--- src/verilog/irq_seq_pkg.sv ---
// Constants, register map and types shared by the interrupt sequencer.
package irq_seq_pkg;

  // ----------------------------------------------------------------
  // Register map
  // ----------------------------------------------------------------
  localparam logic [7:0]  CFG_ADDR       = 8'hc8;
  localparam logic [7:0]  STATUS_ADDR    = 8'h00;
  localparam logic [7:0]  CFG_RESET      = 8'h00;
  localparam logic [7:0]  CFG_USED_MASK  = 8'h70;
  localparam logic [3:0]  FULL_STROBE    = 4'hf;
  localparam int          SRC1_MODE_BIT  = 6;
  localparam int          SRC2_POL_BIT   = 5;
  localparam int          GEN_BIT        = 4;

  // ----------------------------------------------------------------
  // Vector addresses
  // ----------------------------------------------------------------
  localparam logic [11:0] VEC_NMI        = 12'hffc;
  localparam logic [11:0] VEC_SRC1       = 12'hff6;
  localparam logic [11:0] VEC_SRC2       = 12'hff4;
  localparam logic [11:0] VEC_SRC3       = 12'hff2;
  localparam logic [11:0] VEC_SRC4       = 12'hff0;

  // ----------------------------------------------------------------
  // Flag sets and core modes
  // ----------------------------------------------------------------
  localparam logic [1:0]  FLAGS_MAIN     = 2'h0;
  localparam logic [1:0]  FLAGS_IRQ      = 2'h1;
  localparam logic [1:0]  FLAGS_NMI      = 2'h2;

  localparam int          STAB_CYCLES_DEF = 256;

  typedef enum logic [1:0] {PWR_RUN, PWR_WAIT, PWR_STOP, PWR_STAB} power_state_type;

endpackage : irq_seq_pkg

--- src/verilog/edge_latch.sv ---
// Single request latch set by a chosen edge of an event line.
`timescale 1ns/1ps
module edge_latch (
  input  wire logic pclk,
  input  wire logic presetn,
  input  wire logic line,
  input  wire logic rising,
  input  wire logic arm,
  input  wire logic clr,
  output logic      pend
);

  logic line_d_r;
  logic pend_r;
  wire  edge_seen = arm & (rising ? (line & ~line_d_r) : (~line & line_d_r));

  // ----------------------------------------------------------------
  // Latch: a new edge wins over a clear in the same cycle.
  // ----------------------------------------------------------------
  always_ff @(posedge pclk or negedge presetn) begin
    if (!presetn) begin
      line_d_r <= 1'b1;
      pend_r   <= 1'b0;
    end else begin
      line_d_r <= line;
      pend_r   <= edge_seen | (pend_r & ~clr);
    end
  end

  assign pend = pend_r;

endmodule : edge_latch

--- src/verilog/stab_counter.sv ---
// Oscillator stabilisation counter used on wake-up from stop.
`timescale 1ns/1ps
module stab_counter #(
  parameter int CYCLES = 256
) (
  input  wire logic pclk,
  input  wire logic presetn,
  input  wire logic start,
  output logic      done
);

  localparam int CW = $clog2(CYCLES + 1);

  logic [CW-1:0] cnt_r;
  logic          done_r;

  // ----------------------------------------------------------------
  // Count down from the start pulse and flag expiry for one cycle.
  // ----------------------------------------------------------------
  always_ff @(posedge pclk or negedge presetn) begin
    if (!presetn) begin
      cnt_r  <= '0;
      done_r <= 1'b0;
    end else begin
      done_r <= (cnt_r == CW'(1));
      if (start) begin
        cnt_r <= CW'(CYCLES);
      end else if (cnt_r != '0) begin
        cnt_r <= cnt_r - CW'(1);
      end
    end
  end

  assign done = done_r;

endmodule : stab_counter

--- src/verilog/irq_sequencer.sv ---
// Interrupt entry, return and low-power sequencer with an APB register port.
//
// Operation
// - Entry swaps carry/zero flags to irq or nmi set.
// - Entry pushes current PC onto return stack.
// - Maskable routine blocks maskable lines; NMI preempts.
// - Entry clears source latch and loads vector in the same cycle.
// - Return restores previous flag set, pops PC.
// - Maskable request during config clear load skips flag swap.
// - Config register write-only, no partial writes.
// - Reset clears config register to zero.
// - Bit 6 selects level or edge for source 1.
// - Bit 5 selects edge polarity of source 2.
// - Bit 4 enables maskable interrupts globally.
// - NMI serviced without enable, but wakes only with enable.
// - Timer overflow and conversion done share vector 4.
// - Reload timer three enabled events drive vector 3.
// - Serial end of transmission requests vector 2.
// - Ports A, B request vector 1, C vector 2.
// - Wait halts fetch, oscillator keeps running.
// - Wake from wait has no stabilisation delay.
// - Reset during wait runs normal reset.
// - Stop needs watchdog off; external interrupt wakes.
// - Wake from stop waits out stabilisation delay.
// - Wake from main runs waking routine first.
// - Polarity bit set means rising, cleared falling.
// - Source 1 edge mode triggers on falling edge.
// - Wait or stop refused while request pending.
// - Active watchdog turns stop into wait.
//
// Chosen here: the APB slave port.
`timescale 1ns/1ps
module irq_sequencer
  import irq_seq_pkg::*;
#(
  parameter int STAB_CYCLES = STAB_CYCLES_DEF
) (
  input  wire logic        pclk,
  input  wire logic        presetn,
  input  wire logic        psel,
  input  wire logic        penable,
  input  wire logic        pwrite,
  input  wire logic [7:0]  paddr,
  input  wire logic [31:0] pwdata,
  input  wire logic [3:0]  pstrb,
  output logic             pready,
  output logic [31:0]      prdata,
  output logic             pslverr,
  input  wire logic        instr_end,
  input  wire logic [11:0] cur_pc,
  input  wire logic        exec_irq_return_instr,
  input  wire logic        exec_wait,
  input  wire logic        exec_stop,
  input  wire logic        cfg_clear_busy,
  input  wire logic        watchdog_active,
  input  wire logic        nmi_pin_n,
  input  wire logic [7:0]  port_a_pin,
  input  wire logic [7:0]  port_a_irq_cfg,
  input  wire logic [7:0]  port_b_pin,
  input  wire logic [7:0]  port_b_irq_cfg,
  input  wire logic [7:0]  port_c_pin,
  input  wire logic [7:0]  port_c_irq_cfg,
  input  wire logic        serial_running,
  input  wire logic        serial_done_irq_en,
  input  wire logic        timer_zero_flag,
  input  wire logic        timer_irq_en,
  input  wire logic        conversion_done_flag,
  input  wire logic        adc_irq_en,
  input  wire logic        reload_overflow_flag,
  input  wire logic        reload_overflow_irq_en,
  input  wire logic        compare_match_flag,
  input  wire logic        compare_irq_en,
  input  wire logic        reload_timer_edge_flag,
  input  wire logic        edge_irq_en,
  output logic             irq_take,
  output logic             stack_push,
  output logic [11:0]      stack_push_data,
  output logic             stack_pop,
  output logic             pc_load,
  output logic [11:0]      pc_load_value,
  output logic [1:0]       flag_set_sel,
  output logic [1:0]       core_mode,
  output logic             fetch_halt,
  output logic             osc_stop
);

  // ----------------------------------------------------------------
  // Registers
  // ----------------------------------------------------------------
  logic [7:0]      cfg_r;
  logic            pready_r;
  logic [31:0]     prdata_r;
  logic            pslverr_r;
  power_state_type pwr_r;
  power_state_type pwr_nxt;
  logic [1:0]      mode_r;
  logic [1:0]      mode_nxt;
  logic [1:0]      prev_mode_r;
  logic [1:0]      flag_r;
  logic [1:0]      flag_nxt;
  logic [1:0]      prev_flag_r;
  logic            take_r;
  logic            push_r;
  logic [11:0]     push_data_r;
  logic            pop_r;
  logic            load_r;
  logic [11:0]     load_value_r;
  logic            stab_done;
  logic            nmi_pend;
  logic            src1_latch;
  logic            src2_latch;
  logic            serial_run_d_r;
  logic            serial_done_r;
  logic            fetch_halt_r;
  logic            osc_stop_r;

  // ----------------------------------------------------------------
  // Event routing onto the four maskable sources
  // ----------------------------------------------------------------
  function automatic logic port_line(input logic [7:0] pin, input logic [7:0] cfg);
    port_line = &(pin | ~cfg);
  endfunction : port_line

  wire gen         = cfg_r[GEN_BIT];
  wire src1_level  = cfg_r[SRC1_MODE_BIT];
  wire src2_rising = cfg_r[SRC2_POL_BIT];
  wire src1_line   = port_line(port_a_pin, port_a_irq_cfg)
                   & port_line(port_b_pin, port_b_irq_cfg);
  wire src2_line   = port_line(port_c_pin, port_c_irq_cfg);
  wire src3_req    = (reload_overflow_flag & reload_overflow_irq_en)
                   | (compare_match_flag & compare_irq_en)
                   | (reload_timer_edge_flag & edge_irq_en);
  wire src4_req    = (timer_zero_flag & timer_irq_en)
                   | (conversion_done_flag & adc_irq_en);
  wire src1_req    = src1_level ? ~src1_line : src1_latch;
  wire src2_req    = src2_latch | serial_done_r;

  // ----------------------------------------------------------------
  // Priority selection
  // ----------------------------------------------------------------
  wire in_normal   = (mode_r == FLAGS_MAIN);
  wire mask_any    = src1_req | src2_req | src3_req | src4_req;
  wire mask_ok     = gen & in_normal & mask_any;
  wire nmi_ok      = nmi_pend & (mode_r != FLAGS_NMI);
  wire pend_en     = nmi_pend | (gen & mask_any);
  wire ext_any     = nmi_pend | src1_req | src2_latch;
  wire wake_wait   = (pwr_r == PWR_WAIT) & gen & pend_en;
  wire wake_stop   = (pwr_r == PWR_STOP) & gen & ext_any;
  wire run_point   = (pwr_r == PWR_RUN) & instr_end;
  wire resume      = wake_wait | ((pwr_r == PWR_STAB) & stab_done);
  wire take_point  = run_point | resume;
  wire take_nmi    = take_point & nmi_ok;
  wire take_mask   = take_point & ~nmi_ok & mask_ok;
  wire take_any    = take_nmi | take_mask;
  wire sel1        = src1_req;
  wire sel2        = ~src1_req & src2_req;
  wire sel3        = ~src1_req & ~src2_req & src3_req;
  wire [11:0] vec  = take_nmi ? VEC_NMI  :
                     sel1     ? VEC_SRC1 :
                     sel2     ? VEC_SRC2 :
                     sel3     ? VEC_SRC3 : VEC_SRC4;
  wire clr_nmi     = take_nmi;
  wire clr_src1    = take_mask & sel1;
  wire clr_src2    = take_mask & sel2;
  wire skip_swap   = take_mask & cfg_clear_busy;
  wire irq_return_instr_now    = exec_irq_return_instr & (pwr_r == PWR_RUN) & ~in_normal;
  wire low_ok      = (pwr_r == PWR_RUN) & ~pend_en;
  wire go_stop     = low_ok & exec_stop & ~watchdog_active;
  wire go_wait     = low_ok & (exec_wait | (exec_stop & watchdog_active));
  wire start_stab  = wake_stop;

  // ----------------------------------------------------------------
  // Request latches and stabilisation counter
  // ----------------------------------------------------------------
  edge_latch u_nmi_latch (
    .pclk    (pclk),
    .presetn (presetn),
    .line    (nmi_pin_n),
    .rising  (1'b0),
    .arm     (1'b1),
    .clr     (clr_nmi),
    .pend    (nmi_pend)
  );

  edge_latch u_src1_latch (
    .pclk    (pclk),
    .presetn (presetn),
    .line    (src1_line),
    .rising  (1'b0),
    .arm     (~src1_level),
    .clr     (clr_src1 | src1_level),
    .pend    (src1_latch)
  );

  edge_latch u_src2_latch (
    .pclk    (pclk),
    .presetn (presetn),
    .line    (src2_line),
    .rising  (src2_rising),
    .arm     (1'b1),
    .clr     (clr_src2),
    .pend    (src2_latch)
  );

  stab_counter #(
    .CYCLES (STAB_CYCLES)
  ) u_stab (
    .pclk    (pclk),
    .presetn (presetn),
    .start   (start_stab),
    .done    (stab_done)
  );

  // ----------------------------------------------------------------
  // Power state and mode next values
  // ----------------------------------------------------------------
  always_comb begin
    pwr_nxt = pwr_r;
    case (pwr_r)
      PWR_RUN: begin
        if (go_stop) begin
          pwr_nxt = PWR_STOP;
        end else if (go_wait) begin
          pwr_nxt = PWR_WAIT;
        end
      end
      PWR_WAIT: begin
        if (wake_wait) begin
          pwr_nxt = PWR_RUN;
        end
      end
      PWR_STOP: begin
        if (wake_stop) begin
          pwr_nxt = PWR_STAB;
        end
      end
      PWR_STAB: begin
        if (stab_done) begin
          pwr_nxt = PWR_RUN;
        end
      end
      default: begin
        pwr_nxt = PWR_RUN;
      end
    endcase
  end

  always_comb begin
    mode_nxt = mode_r;
    flag_nxt = flag_r;
    if (take_nmi) begin
      mode_nxt = FLAGS_NMI;
      flag_nxt = FLAGS_NMI;
    end else if (take_mask) begin
      mode_nxt = FLAGS_IRQ;
      flag_nxt = skip_swap ? flag_r : FLAGS_IRQ;
    end else if (irq_return_instr_now) begin
      mode_nxt = prev_mode_r;
      flag_nxt = prev_flag_r;
    end
  end

  // ----------------------------------------------------------------
  // Sequencer registers
  // ----------------------------------------------------------------
  always_ff @(posedge pclk or negedge presetn) begin
    if (!presetn) begin
      pwr_r        <= PWR_RUN;
      mode_r       <= FLAGS_MAIN;
      flag_r       <= FLAGS_MAIN;
      prev_mode_r  <= FLAGS_MAIN;
      prev_flag_r  <= FLAGS_MAIN;
      take_r       <= 1'b0;
      push_r       <= 1'b0;
      push_data_r  <= 12'h000;
      pop_r        <= 1'b0;
      load_r       <= 1'b0;
      load_value_r <= 12'h000;
      fetch_halt_r <= 1'b0;
      osc_stop_r   <= 1'b0;
    end else begin
      pwr_r        <= pwr_nxt;
      mode_r       <= mode_nxt;
      flag_r       <= flag_nxt;
      if (take_any | irq_return_instr_now) begin
        prev_mode_r <= take_any ? mode_r : FLAGS_MAIN;
        prev_flag_r <= take_any ? flag_r : FLAGS_MAIN;
      end
      take_r       <= take_any;
      push_r       <= take_any;
      push_data_r  <= take_any ? cur_pc : push_data_r;
      pop_r        <= irq_return_instr_now;
      load_r       <= take_any;
      load_value_r <= take_any ? vec : load_value_r;
      fetch_halt_r <= (pwr_nxt != PWR_RUN);
      osc_stop_r   <= (pwr_nxt == PWR_STOP);
    end
  end

  always_ff @(posedge pclk or negedge presetn) begin
    if (!presetn) begin
      serial_run_d_r <= 1'b0;
      serial_done_r  <= 1'b0;
    end else begin
      serial_run_d_r <= serial_running;
      serial_done_r  <= (serial_done_irq_en & serial_run_d_r & ~serial_running)
                      | (serial_done_r & ~(take_mask & sel2));
    end
  end

  // ----------------------------------------------------------------
  // APB slave
  // ----------------------------------------------------------------
  wire        access   = psel & penable & ~pready_r;
  wire        hit_cfg  = (paddr == CFG_ADDR);
  wire        hit_stat = (paddr == STATUS_ADDR);
  wire        bad_cfg  = hit_cfg & (~pwrite | (pstrb != FULL_STROBE));
  wire        bad_stat = hit_stat & pwrite;
  wire        err      = bad_cfg | bad_stat | ~(hit_cfg | hit_stat);
  wire        cfg_we   = psel & penable & pready_r & hit_cfg & ~bad_cfg;
  wire [31:0] status   = {16'h0000, nmi_pend, src1_req, src2_req, src3_req, src4_req,
                          3'b000, pwr_r, flag_r, mode_r, 1'b0, gen};

  always_ff @(posedge pclk or negedge presetn) begin
    if (!presetn) begin
      cfg_r     <= CFG_RESET;
      pready_r  <= 1'b0;
      prdata_r  <= 32'h0000_0000;
      pslverr_r <= 1'b0;
    end else begin
      pready_r  <= access;
      pslverr_r <= access & err;
      prdata_r  <= (access & hit_stat & ~pwrite) ? status : 32'h0000_0000;
      if (cfg_we) begin
        cfg_r <= pwdata[7:0] & CFG_USED_MASK;
      end
    end
  end

  // ----------------------------------------------------------------
  // Outputs
  // ----------------------------------------------------------------
  assign pready          = pready_r;
  assign prdata          = prdata_r;
  assign pslverr         = pslverr_r;
  assign irq_take        = take_r;
  assign stack_push      = push_r;
  assign stack_push_data = push_data_r;
  assign stack_pop       = pop_r;
  assign pc_load         = load_r;
  assign pc_load_value   = load_value_r;
  assign flag_set_sel    = flag_r;
  assign core_mode       = mode_r;
  assign fetch_halt      = fetch_halt_r;
  assign osc_stop        = osc_stop_r;
endmodule : irq_sequencer

--- config.mk ---
export PLATFORM = sky130hd
export DESIGN_NAME = irq_sequencer
export DESIGN_NICKNAME = d
export VERILOG_FILES = /design/src/verilog/irq_seq_pkg.sv /design/src/verilog/edge_latch.sv /design/src/verilog/stab_counter.sv /design/src/verilog/irq_sequencer.sv
export SDC_FILE = /design/constraint.sdc
export NUM_CORES = 1
export LEC_CHECK = 0
export ABC_CLOCK_PERIOD_IN_PS = 3180
export BUFFER_PORTS_ARGS = -buffer_cell sky130_fd_sc_hd__buf_4
export CORE_UTILIZATION = 47
export DETAILED_ROUTE_END_ITERATION = 8
export PLACE_DENSITY = 0.87
export SYNTH_ARGS = -nofsm -noshare
export SYNTH_HDL_FRONTEND = slang
export SYNTH_SLANG_ARGS = --single-unit
export TNS_END_PERCENT = 1
--- constraint.sdc ---
create_clock -name pclk -period 3.18 [get_ports pclk]
set_input_delay 0.636 -clock pclk [delete_from_list [all_inputs] [get_ports pclk]]
set_output_delay 0.636 -clock pclk [all_outputs]
set_load 0.01 [all_outputs]
# After elaboration in Yosys (flattened, before gate mapping)
# Cells that the tools add are included.
# totals
reg_bits	77
inputBits	128
out_inout_bits	68
# op_classes
n_addsub	1
eq_ne	9
muxes	24
bitwise	102
reduce_logical	11
# op_table
cell	n
AND 1 bit	53
2-to-1 mux 2 bit	15
inverter 8 bit	3
bitwise OR 1 bit	24
bitwise OR 8 bit	3
AND reduction 8 bit	3
inverter 1 bit	19
2-to-1 mux 9 bit	2
2-to-1 mux 16 bit	1
== test 9 x 1 -> 1 bit (second input constant)	1
nonzero test 9 bit	1
subtractor 9 x 1 -> 9 bit (second input constant)	1
== test 8 bit (second input constant)	1
zero test 8 bit	1
case mux 2 bit (4 select lines)	1
== test 2 bit (second input constant)	3
2-to-1 mux 3 bit	2
zero test 2 bit	2
2-to-1 mux 4 bit	1
!= test 4 bit (second input constant)	1
nonzero test 2 bit	2
!= test 3 bit (second input constant)	1
nonzero test 3 bit	1
== test 2 x 1 -> 1 bit (second input constant)	1
other kinds (3)	4

# Longest topological paths before layout
# Gate-level depths: netlist of the first run.
# logic_depth
depth_word	21
depth_mapped	9

# Hierarchy
# Synthesis of the first run repeated with hierarchy kept, for this count alone.
# hier_totals
cells_unflattened	304
area_unflattened_um2	3301.9
# by_module_without_submodules
module	instances	cells_per_inst	area_per_inst_um2	seq_area_each_um2
irq_sequencer	1	234	2504.9	1226.2
stab_counter	1	52	549.3	250.2
edge_latch	3	6	82.6	51.3

# Least setup slack after synthesis of the first run
# No wires, ideal clock.
# synth_timing
path_kind	input -> register
from	input port port_b_pin[2]
to	register push_data_r[10] (netlist: stack_push_data[10])
setup_ps	125
arrival_ps	2220
required_time_ps	3055
setup_slack_ps	835
stages	8
cell_sequence	nand2b_2 -> o2111ai_2 -> nor4_4 -> nand3_4 -> a31o_1 -> buf_6 -> buf_12 -> mux2_4
# synth_between
elab_chain_cells	16
word_cells_on_any_way	18
classes_between	1 x mux; 16 x bitwise; 1 x reduce/logical
# synth_rtl
element	line_no	rtl
start, declared	irq_sequencer.sv:59	input wire logic [7:0] port_b_pin,
bitwise OR 8 bit *	irq_sequencer.sv:121	port_line = &(pin | ~cfg);
AND reduction 8 bit *	irq_sequencer.sv:121	
AND 1 bit *	irq_sequencer.sv:128	& port_line(port_b_pin, port_b_irq_cfg);
named net src1_line	irq_sequencer.sv:127	wire src1_line = port_line(port_a_pin, port_a_irq_cfg)
inverter 1 bit *	irq_sequencer.sv:135	wire src1_req = src1_level ? ~src1_line : src1_latch;
2-to-1 mux 1 bit *	irq_sequencer.sv:135	
bitwise OR 1 bit * (3 in series)	irq_sequencer.sv:142	wire mask_any = src1_req | src2_req | src3_req | src4_req;
AND 1 bit	irq_sequencer.sv:145	wire pend_en = nmi_pend | (gen & mask_any);
bitwise OR 1 bit	irq_sequencer.sv:145	
AND 1 bit	irq_sequencer.sv:147	wire wake_wait = (pwr_r == PWR_WAIT) & gen & pend_en;
bitwise OR 1 bit	irq_sequencer.sv:150	wire resume = wake_wait | ((pwr_r == PWR_STAB) & stab_done);
bitwise OR 1 bit	irq_sequencer.sv:151	wire take_point = run_point | resume;
AND 1 bit (2 in series)	irq_sequencer.sv:153	wire take_mask = take_point & ~nmi_ok & mask_ok;
bitwise OR 1 bit *	irq_sequencer.sv:154	wire take_any = take_nmi | take_mask;
named net take_any	irq_sequencer.sv:154	
end signal, assigned	irq_sequencer.sv:291	push_data_r <= take_any ? cur_pc : push_data_r;
end, declared	irq_sequencer.sv:104	logic [11:0] push_data_r;
# The timed path passes the listed nets; every way through them passes the cells marked *.
# A chain may end at the register's enable or synchronous reset.

# Final worst setup path of the first run
# layout_timing
from	register pwr_r[1]
to	register push_data_r[1] (netlist: stack_push_data[1])
# layout_between
elab_chain_cells	8
word_cells_on_any_way	13
classes_between	2 x eq/ne; 10 x bitwise; 1 x reduce/logical
# layout_rtl
element	line_no	rtl
start, declared	irq_sequencer.sv:94	power_state_type pwr_r;
start signal, assigned	irq_sequencer.sv:282	pwr_r <= pwr_nxt;
== test 2 x 1 -> 1 bit	irq_sequencer.sv:147	
AND 1 bit (2 in series)	irq_sequencer.sv:147	
bitwise OR 1 bit	irq_sequencer.sv:150	
bitwise OR 1 bit *	irq_sequencer.sv:151	
AND 1 bit (2 in series)	irq_sequencer.sv:153	
bitwise OR 1 bit *	irq_sequencer.sv:154	
# Mark *: on every way between the ends. The rest lies on a longest branch, timed or not.

==> flow_summary.json, run 1 <==
{
  "min_period_over_period_pct": 88.3,
  "rsz0062_at_grt": "false",
  "outcome": "finished with violations",
  "maxClockFrequency_mhz": 356,
  "syn_to_final_growth_pct": 38.4,
  "grt_use_met2_pct": 40.4,
  "cp_data_required_time_ns": 3.39,
  "synth_seq_area_share_pct": 51.2,
  "endpoint_kind": "flop",
  "post_dp_cell_area_mm2": 0.00419,
  "final_common_cell": "buf_4",
  "multi_input_area_mm2": 0.00128,
  "final_nets": 571,
  "cap_violations": 0,
  "final_cell_mix": "147 x buf_4, 62 x dfrtp_1, 33 x nor2_1, 22 x inv_1, 21 x conb_1",
  "dp_hpwl_mm": 5.77,
  "grt_pass1_wl_mm": 12.7,
  "avgSynthCellArea_um2": 10.7,
  "yosysTopAreaCell": "dfrtp_1",
  "reg2regPathDepth": 6,
  "wl_per_cell_um": 14.5,
  "cts_max_path_buffers": 2,
  "start_kind": "flop",
  "powerDensity_mw_per_mm2": 419,
  "cts_setup_buffers": 0,
  "period_needed_ns": 2.81,
  "grt_usage_pct": 23.0,
  "finalSetupViolations": 0,
  "synthTopCellsByArea": "dfrtp_1 49%, buf_4 7.1%, mux2_2 5.0%, nor2_1 3.9%, inv_1 2.6%",
  "fin_setup_tns_ns": 0,
  "final_area_mm2": 0.00441,
  "slew_headroom_pct": 36.3,
  "cts_tree": "yes",
  "via_per_inst": 5.10,
  "path_class": "flop to flop",
  "drt_wl_total_mm": 7.56,
  "syn_inst": 298,
  "cts.repair.resized": 0,
  "synth_edf_count": 0,
  "hp-class": "input port to asynchronous set/reset pin",
  "use_met3_pct": 5.90,
  "crit_start": "pwr_r[1]",
  "synthArstFlopShare_pct": 100,
  "htreeDepth": 3,
  "rrSetupSlack_ns": 0.37,
  "drt_iter0_drc": 182,
  "use_met1_pct": 27.5,
  "ios": 196,
  "first_pass_iters": 8,
  "vias": 2664,
  "synth_cell_types": 61,
  "diodes": 0,
  "top_usage_layer": "met2",
  "fillers": 497,
  "clock-sinks": 65,
  "r2r_start": "pwr_r[1]",
  "start_util_pct": 49.3,
  "die_y_um": 84.3,
  "grt_pass1_vias": 2782,
  "syn_area_mm2": 0.00318,
  "crit_buf_inv": 0,
  "arrival_ns": 3.02,
  "port_buffers": 145,
  "slew_violations": 0,
  "critPathMaxStageDelay_ns": 0.79,
  "crit_path_cell_trace": "mux2i_1 > a2bb2oi_1 > nor2b_1 > a21boi_1 > a31o_1 > mux2_2",
  "seq_area_mm2": 0.00163,
  "ant_nets": 0,
  "cts_buffers": 9,
  "gp_congestion": 0.823,
  "ys_seq_elements": 65,
  "core_area_mm2": 0.00646,
  "worstMarginPinSlew_ns": 0.955,
  "overflow": 0,
  "clock_latency_ns": 0.34,
  "fin_worst_skew_ns": 0.0111,
  "fp.dieW_um": 84.3,
  "p_leak_nw": 2.20,
  "yosys_most_used_dff": "dfrtp_1",
  "drive_gt1_share_pct": 43.8,
  "root_buffer": "clkbuf_8",
  "regToRegEndpoint": "stack_push_data[1]",
  "cp_max_fo": 19,
  "antenna_found_initial": 0,
  "hold_viol": 0,
  "yosysWarningCount": 0,
  "clkSlewWorstSetupHoldPaths_ns": 0.07,
  "design.die.area_mm2": 0.00711,
  "violations": "design-rule violations",
  "yosysTopAreaCellShare_pct": 48.7,
  "ir_drop_mv": 0.205,
  "postCtsHoldBufs": 0,
  "slowest_stage": "a31o_1",
  "grt_start_max_net_pins": 66,
  "rows": 29,
  "cp_top_family": "compound AO/OA/AOI/OAI gates",
  "drc": 11
}
## where the power goes
part           internal [mW]  switching, mW  total, mW
Combinational          0.131         0.0987      0.230
Sequential             0.856         0.0189      0.875
Clock                  0.442          0.300      0.743
## per-layer routing
| layer | part of all wire (%) | wire (um) | vias to the layer above |
|---|---|---|---|
| li1 | - | - | 1266 |
| met1 | 40 | 3050 | 1275 |
| met2 | 51 | 3860 | 113 |
| met3 | 7.4 | 557 | 10 |
| met4 | 1.3 | 95 | 0 |
| met5 | 0 | 0 | - |
## cell usage after synthesis (2+ instances only)
cell / instances
o21ai_0: 5
and2_1: 2
ha_1: 2
xnor2_1: 4
nand4_1: 3
nor2b_1: 3
nor2_1: 33
a31oi_1: 2
nor3_1: 7
nand2_1: 19
and3_1: 3
mux2i_1: 4
and3_2: 2
a311oi_1: 2
nor4_1: 3
mux2_2: 14
nand3b_1: 2
inv_1: 22
o22ai_1: 4
o2111ai_1: 3
a21oi_1: 7
buf_4: 30
dfstp_2: 3
or4_1: 4
a21boi_0: 2
dfrtp_1: 62
nand2b_1: 13
mux2_4: 3
clkbuf_1: 2
a211oi_1: 2
## flip-flops by register name (all words and copies together) (netlist names), 2 cells and up
| signal | flops |
|---|---|
| prdata | 12 |
| cfg_r | 3 |
| flag_set_sel | 2 |
| pwr_r | 2 |
| pc_load_value | 4 |
| prev_flag_r | 2 |
| prev_mode_r | 2 |
| stack_push_data | 12 |
| core_mode | 2 |
| u_stab.cnt_r | 9 |
## how the worst max path moves through the flow
stage                               end  depth (start not counted)  slack, ns
floorplan           stack_push_data[10]                          8       0.83
global placement    stack_push_data[10]                          6       0.39
detailed placement   stack_push_data[1]                          6       0.32
CTS                  stack_push_data[1]                          6       0.39
global route         stack_push_data[1]                          6       0.20
finish               stack_push_data[1]                          6       0.37
## final cells by class
type	count	share of cell area (%)
Sequential cell	65	37.0
Multi-Input combinational cell	196	29.0
Timing Repair Buffer	147	25.0
Clock buffer	13	4.06
Tap cell	77	2.19
Inverter	22	1.87
Clock inverter	2	0.795
## worst reg2reg max path: stages, from the launching register on
cell and delay, ns:
dfrtp_1 0.46, mux2i_1 0.17, a2bb2oi_1 0.17, nor2b_1 0.30, a21boi_1 0.34, a31o_1 0.79, mux2_2 0.43
## stage by stage
step	power [mW]	hold WS (ns)	util, %	instances	setup WS [ns]
5_1_grt	1.93	0.395	68.2	522	0.200
6_report	1.85	0.382	68.2	522	0.373
3_3_place_gp	1.11	0.469	64.9	507	0.395
3_5_place_dp	1.12	0.482	64.9	507	0.317
4_1_cts	1.86	0.407	68.2	522	0.394
2_1_floorplan	0.988	0.340	-	318	0.835
## kinds of logic after synthesis
family | after synthesis | share of synthesized area [%]
buffers and inverters | 57 | 11.0
AO/OA/AOI/OAI | 44 | 10.5
multiplexers | 21 | 7.62
flip-flops | 65 | 51.2
other | 1 | 0.118
XOR/XNOR | 5 | 1.38
adder cells (fa/ha/maj) | 2 | 0.786
AND/OR/NAND/NOR | 103 | 17.4
No activity file was read; power rests on OpenSTA's default activity.
==> inputs of run 2 (changes only) <==
--- a/config.mk
+++ b/config.mk
@@ -9,7 +9,7 @@
 export BUFFER_PORTS_ARGS = -buffer_cell sky130_fd_sc_hd__buf_4
 export CORE_UTILIZATION = 47
 export DETAILED_ROUTE_END_ITERATION = 8
-export PLACE_DENSITY = 0.87
+export PLACE_DENSITY = 0.95
 export SYNTH_ARGS = -nofsm -noshare
 export SYNTH_HDL_FRONTEND = slang
 export SYNTH_SLANG_ARGS = --single-unit
==> run 2 against run 1 <==
Effect of this change:
- the flow still finishes with violations (design-rule violations)
- register-to-register slack better by 0.07 ns
- flip-flop and latch count is the same
- hold slack worse by 0.013 ns
- global-route usage grew 0.27 points
- die area stayed put
- final area decreased by 0.14%
- power decreased by 1.3%
- final cell count up 0.19%
- critical endpoint is now stack_push_data[7]
==> flow_summary.json, run 2 (synthesis gave the netlist of run 1 again) <==
{
  "outcome": "finished with violations",
  "violations": "design-rule violations",
  "vias": 2701,
  "hold_viol": 0,
  "p_clk_share_pct": 39.3,
  "final_cell_mix": "147 x buf_4, 62 x dfrtp_1, 33 x nor2_1, 22 x inv_1, 21 x conb_1",
  "regToRegEndpoint": "stack_push_data[7]",
  "clkSlewWorstSetupHoldPaths_ns": 0.07,
  "clock-sinks": 65,
  "crit_start": "pwr_r[1]",
  "worstMarginPinSlew_ns": 0.951,
  "die_y_um": 84.3,
  "cts.repair.resized": 0,
  "ios": 196,
  "period_needed_ns": 2.74,
  "fin_setup_tns_ns": 0,
  "ir_drop_mv": 0.231,
  "cts_buffers": 9,
  "start_kind": "flop",
  "gp_congestion": 0.870,
  "cts_max_path_buffers": 2,
  "maxClockFrequency_mhz": 365,
  "final_area_mm2": 0.00440,
  "p_leak_nw": 2.19,
  "core_area_mm2": 0.00646,
  "grt_pass1_vias": 2822,
  "ant_nets": 0,
  "overflow": 0,
  "path_class": "flop to flop",
  "rows": 29,
  "r2r_start": "pwr_r[1]",
  "post_dp_cell_area_mm2": 0.00419,
  "postCtsHoldBufs": 0,
  "dp_hpwl_mm": 6.10,
  "finalSetupViolations": 0,
  "cp_data_required_time_ns": 3.39,
  "fp.dieW_um": 84.3,
  "power_frac_seq_pct": 48.0,
  "critPathMaxStageDelay_ns": 0.78,
  "start_util_pct": 49.3,
  "slew_violations": 0,
  "min_period_over_period_pct": 86.1,
  "reg2regPathDepth": 6,
  "powerDensity_mw_per_mm2": 414,
  "design.die.area_mm2": 0.00711,
  "port_buffers": 145,
  "fin_worst_skew_ns": 0.0113,
  "hold_slack_ns": 0.369,
  "arrival_ns": 2.95,
  "hp-class": "input port to asynchronous set/reset pin",
  "via_per_inst": 5.16,
  "grt_usage_pct": 23.2,
  "p_comb_share_pct": 12.7,
  "grt_start_max_net_pins": 66,
  "drt_iter0_drc": 168,
  "cts_setup_buffers": 0,
  "diodes": 0,
  "dp.cells": 507,
  "stdcell_count": 523,
  "power_switching_mw": 0.410,
  "antenna_found_initial": 0,
  "drt_wl_total_mm": 7.83,
  "crit_path_cell_trace": "mux2i_1 > a2bb2oi_1 > nor2b_1 > a21boi_1 > a31o_1 > mux2_2",
  "slowest_stage": "a31o_1",
  "syn_to_final_growth_pct": 38.2,
  "cp_max_fo": 19,
  "clock_latency_ns": 0.34,
  "cap_violations": 0,
  "p_sw_share_pct": 22.5,
  "final_common_cell": "buf_4",
  "root_buffer": "clkbuf_8",
  "drc": 10,
  "grt_pass1_wl_mm": 12.8,
  "endpoint_kind": "flop",
  "slew_headroom_pct": 36.6,
  "first_pass_iters": 6,
  "power.internal_mw": 1.41,
  "cts_tree": "yes",
  "final_nets": 571,
  "htreeDepth": 3,
  "drive_gt1_share_pct": 43.5,
  "wl_per_cell_um": 15.0,
  "rrSetupSlack_ns": 0.44,
  "rsz0062_at_grt": "false"
}
## run 2: cell count changes in the layout (fill, tap and decap cells not counted)
cell / delta
clkbuf_1: +2
clkbuf_8: -1
## run 2: stage by stage
step | setup WS [ns] | utilization (%) | total power [mW]
after floorplan | 0.835 | - | 0.988
after global placement | 0.412 | 64.9 | 1.11
after detailed placement | 0.342 | 64.9 | 1.12
after CTS | 0.423 | 68.1 | 1.84
after global routing | 0.236 | 68.1 | 1.90
final | 0.443 | 68.1 | 1.82
## run 2: worst max-delay path by stage
stage                     endpoint  slack [ns]  cells past startpoint
2_1_floorplan  stack_push_data[10]        0.83                      8
3_3_place_gp    stack_push_data[9]        0.41                      6
3_5_place_dp   stack_push_data[11]        0.34                      6
4_1_cts         stack_push_data[7]        0.42                      6
5_1_grt         stack_push_data[8]        0.24                      6
6_report        stack_push_data[7]        0.44                      6
## run 2: power groups by stage
stage	registers, mW	logic, mW	clock network (mW)
3_5_place_dp	0.889	0.232	0
4_1_cts	0.875	0.232	0.732
3_3_place_gp	0.888	0.223	0
6_report	0.875	0.232	0.717
2_1_floorplan	0.893	0.0944	0
5_1_grt	0.878	0.253	0.766
## run 2: final cells by class
cell class | instances | area (um^2)
Clock buffer | 14 | 173
Clock inverter | 2 | 35.0
Fill cell | 496 | 2060
Inverter | 22 | 82.6
Multi-Input combinational cell | 196 | 1280
Sequential cell | 65 | 1630
Tap cell | 77 | 96.3
Timing Repair Buffer | 147 | 1100
## run 2: layer usage
| layer | share of wire (%) | vias to the layer above | track usage (%) |
|---|---|---|---|
| met5 | 0 | - | 0 |
| met4 | 1.1 | 0 | 10.5 |
| met1 | 39 | 1312 | 26.3 |
| met2 | 53 | 114 | 42.1 |
| met3 | 6.7 | 11 | 4.92 |
| li1 | - | 1264 | - |
## run 2: critical path, delay by kind of cell (launching register included)
family	cells	cell delay [ns]
flip-flops	1	0.46
AO/OA/AOI/OAI	3	1.27
AND/OR/NAND/NOR	1	0.29
multiplexers	2	0.59
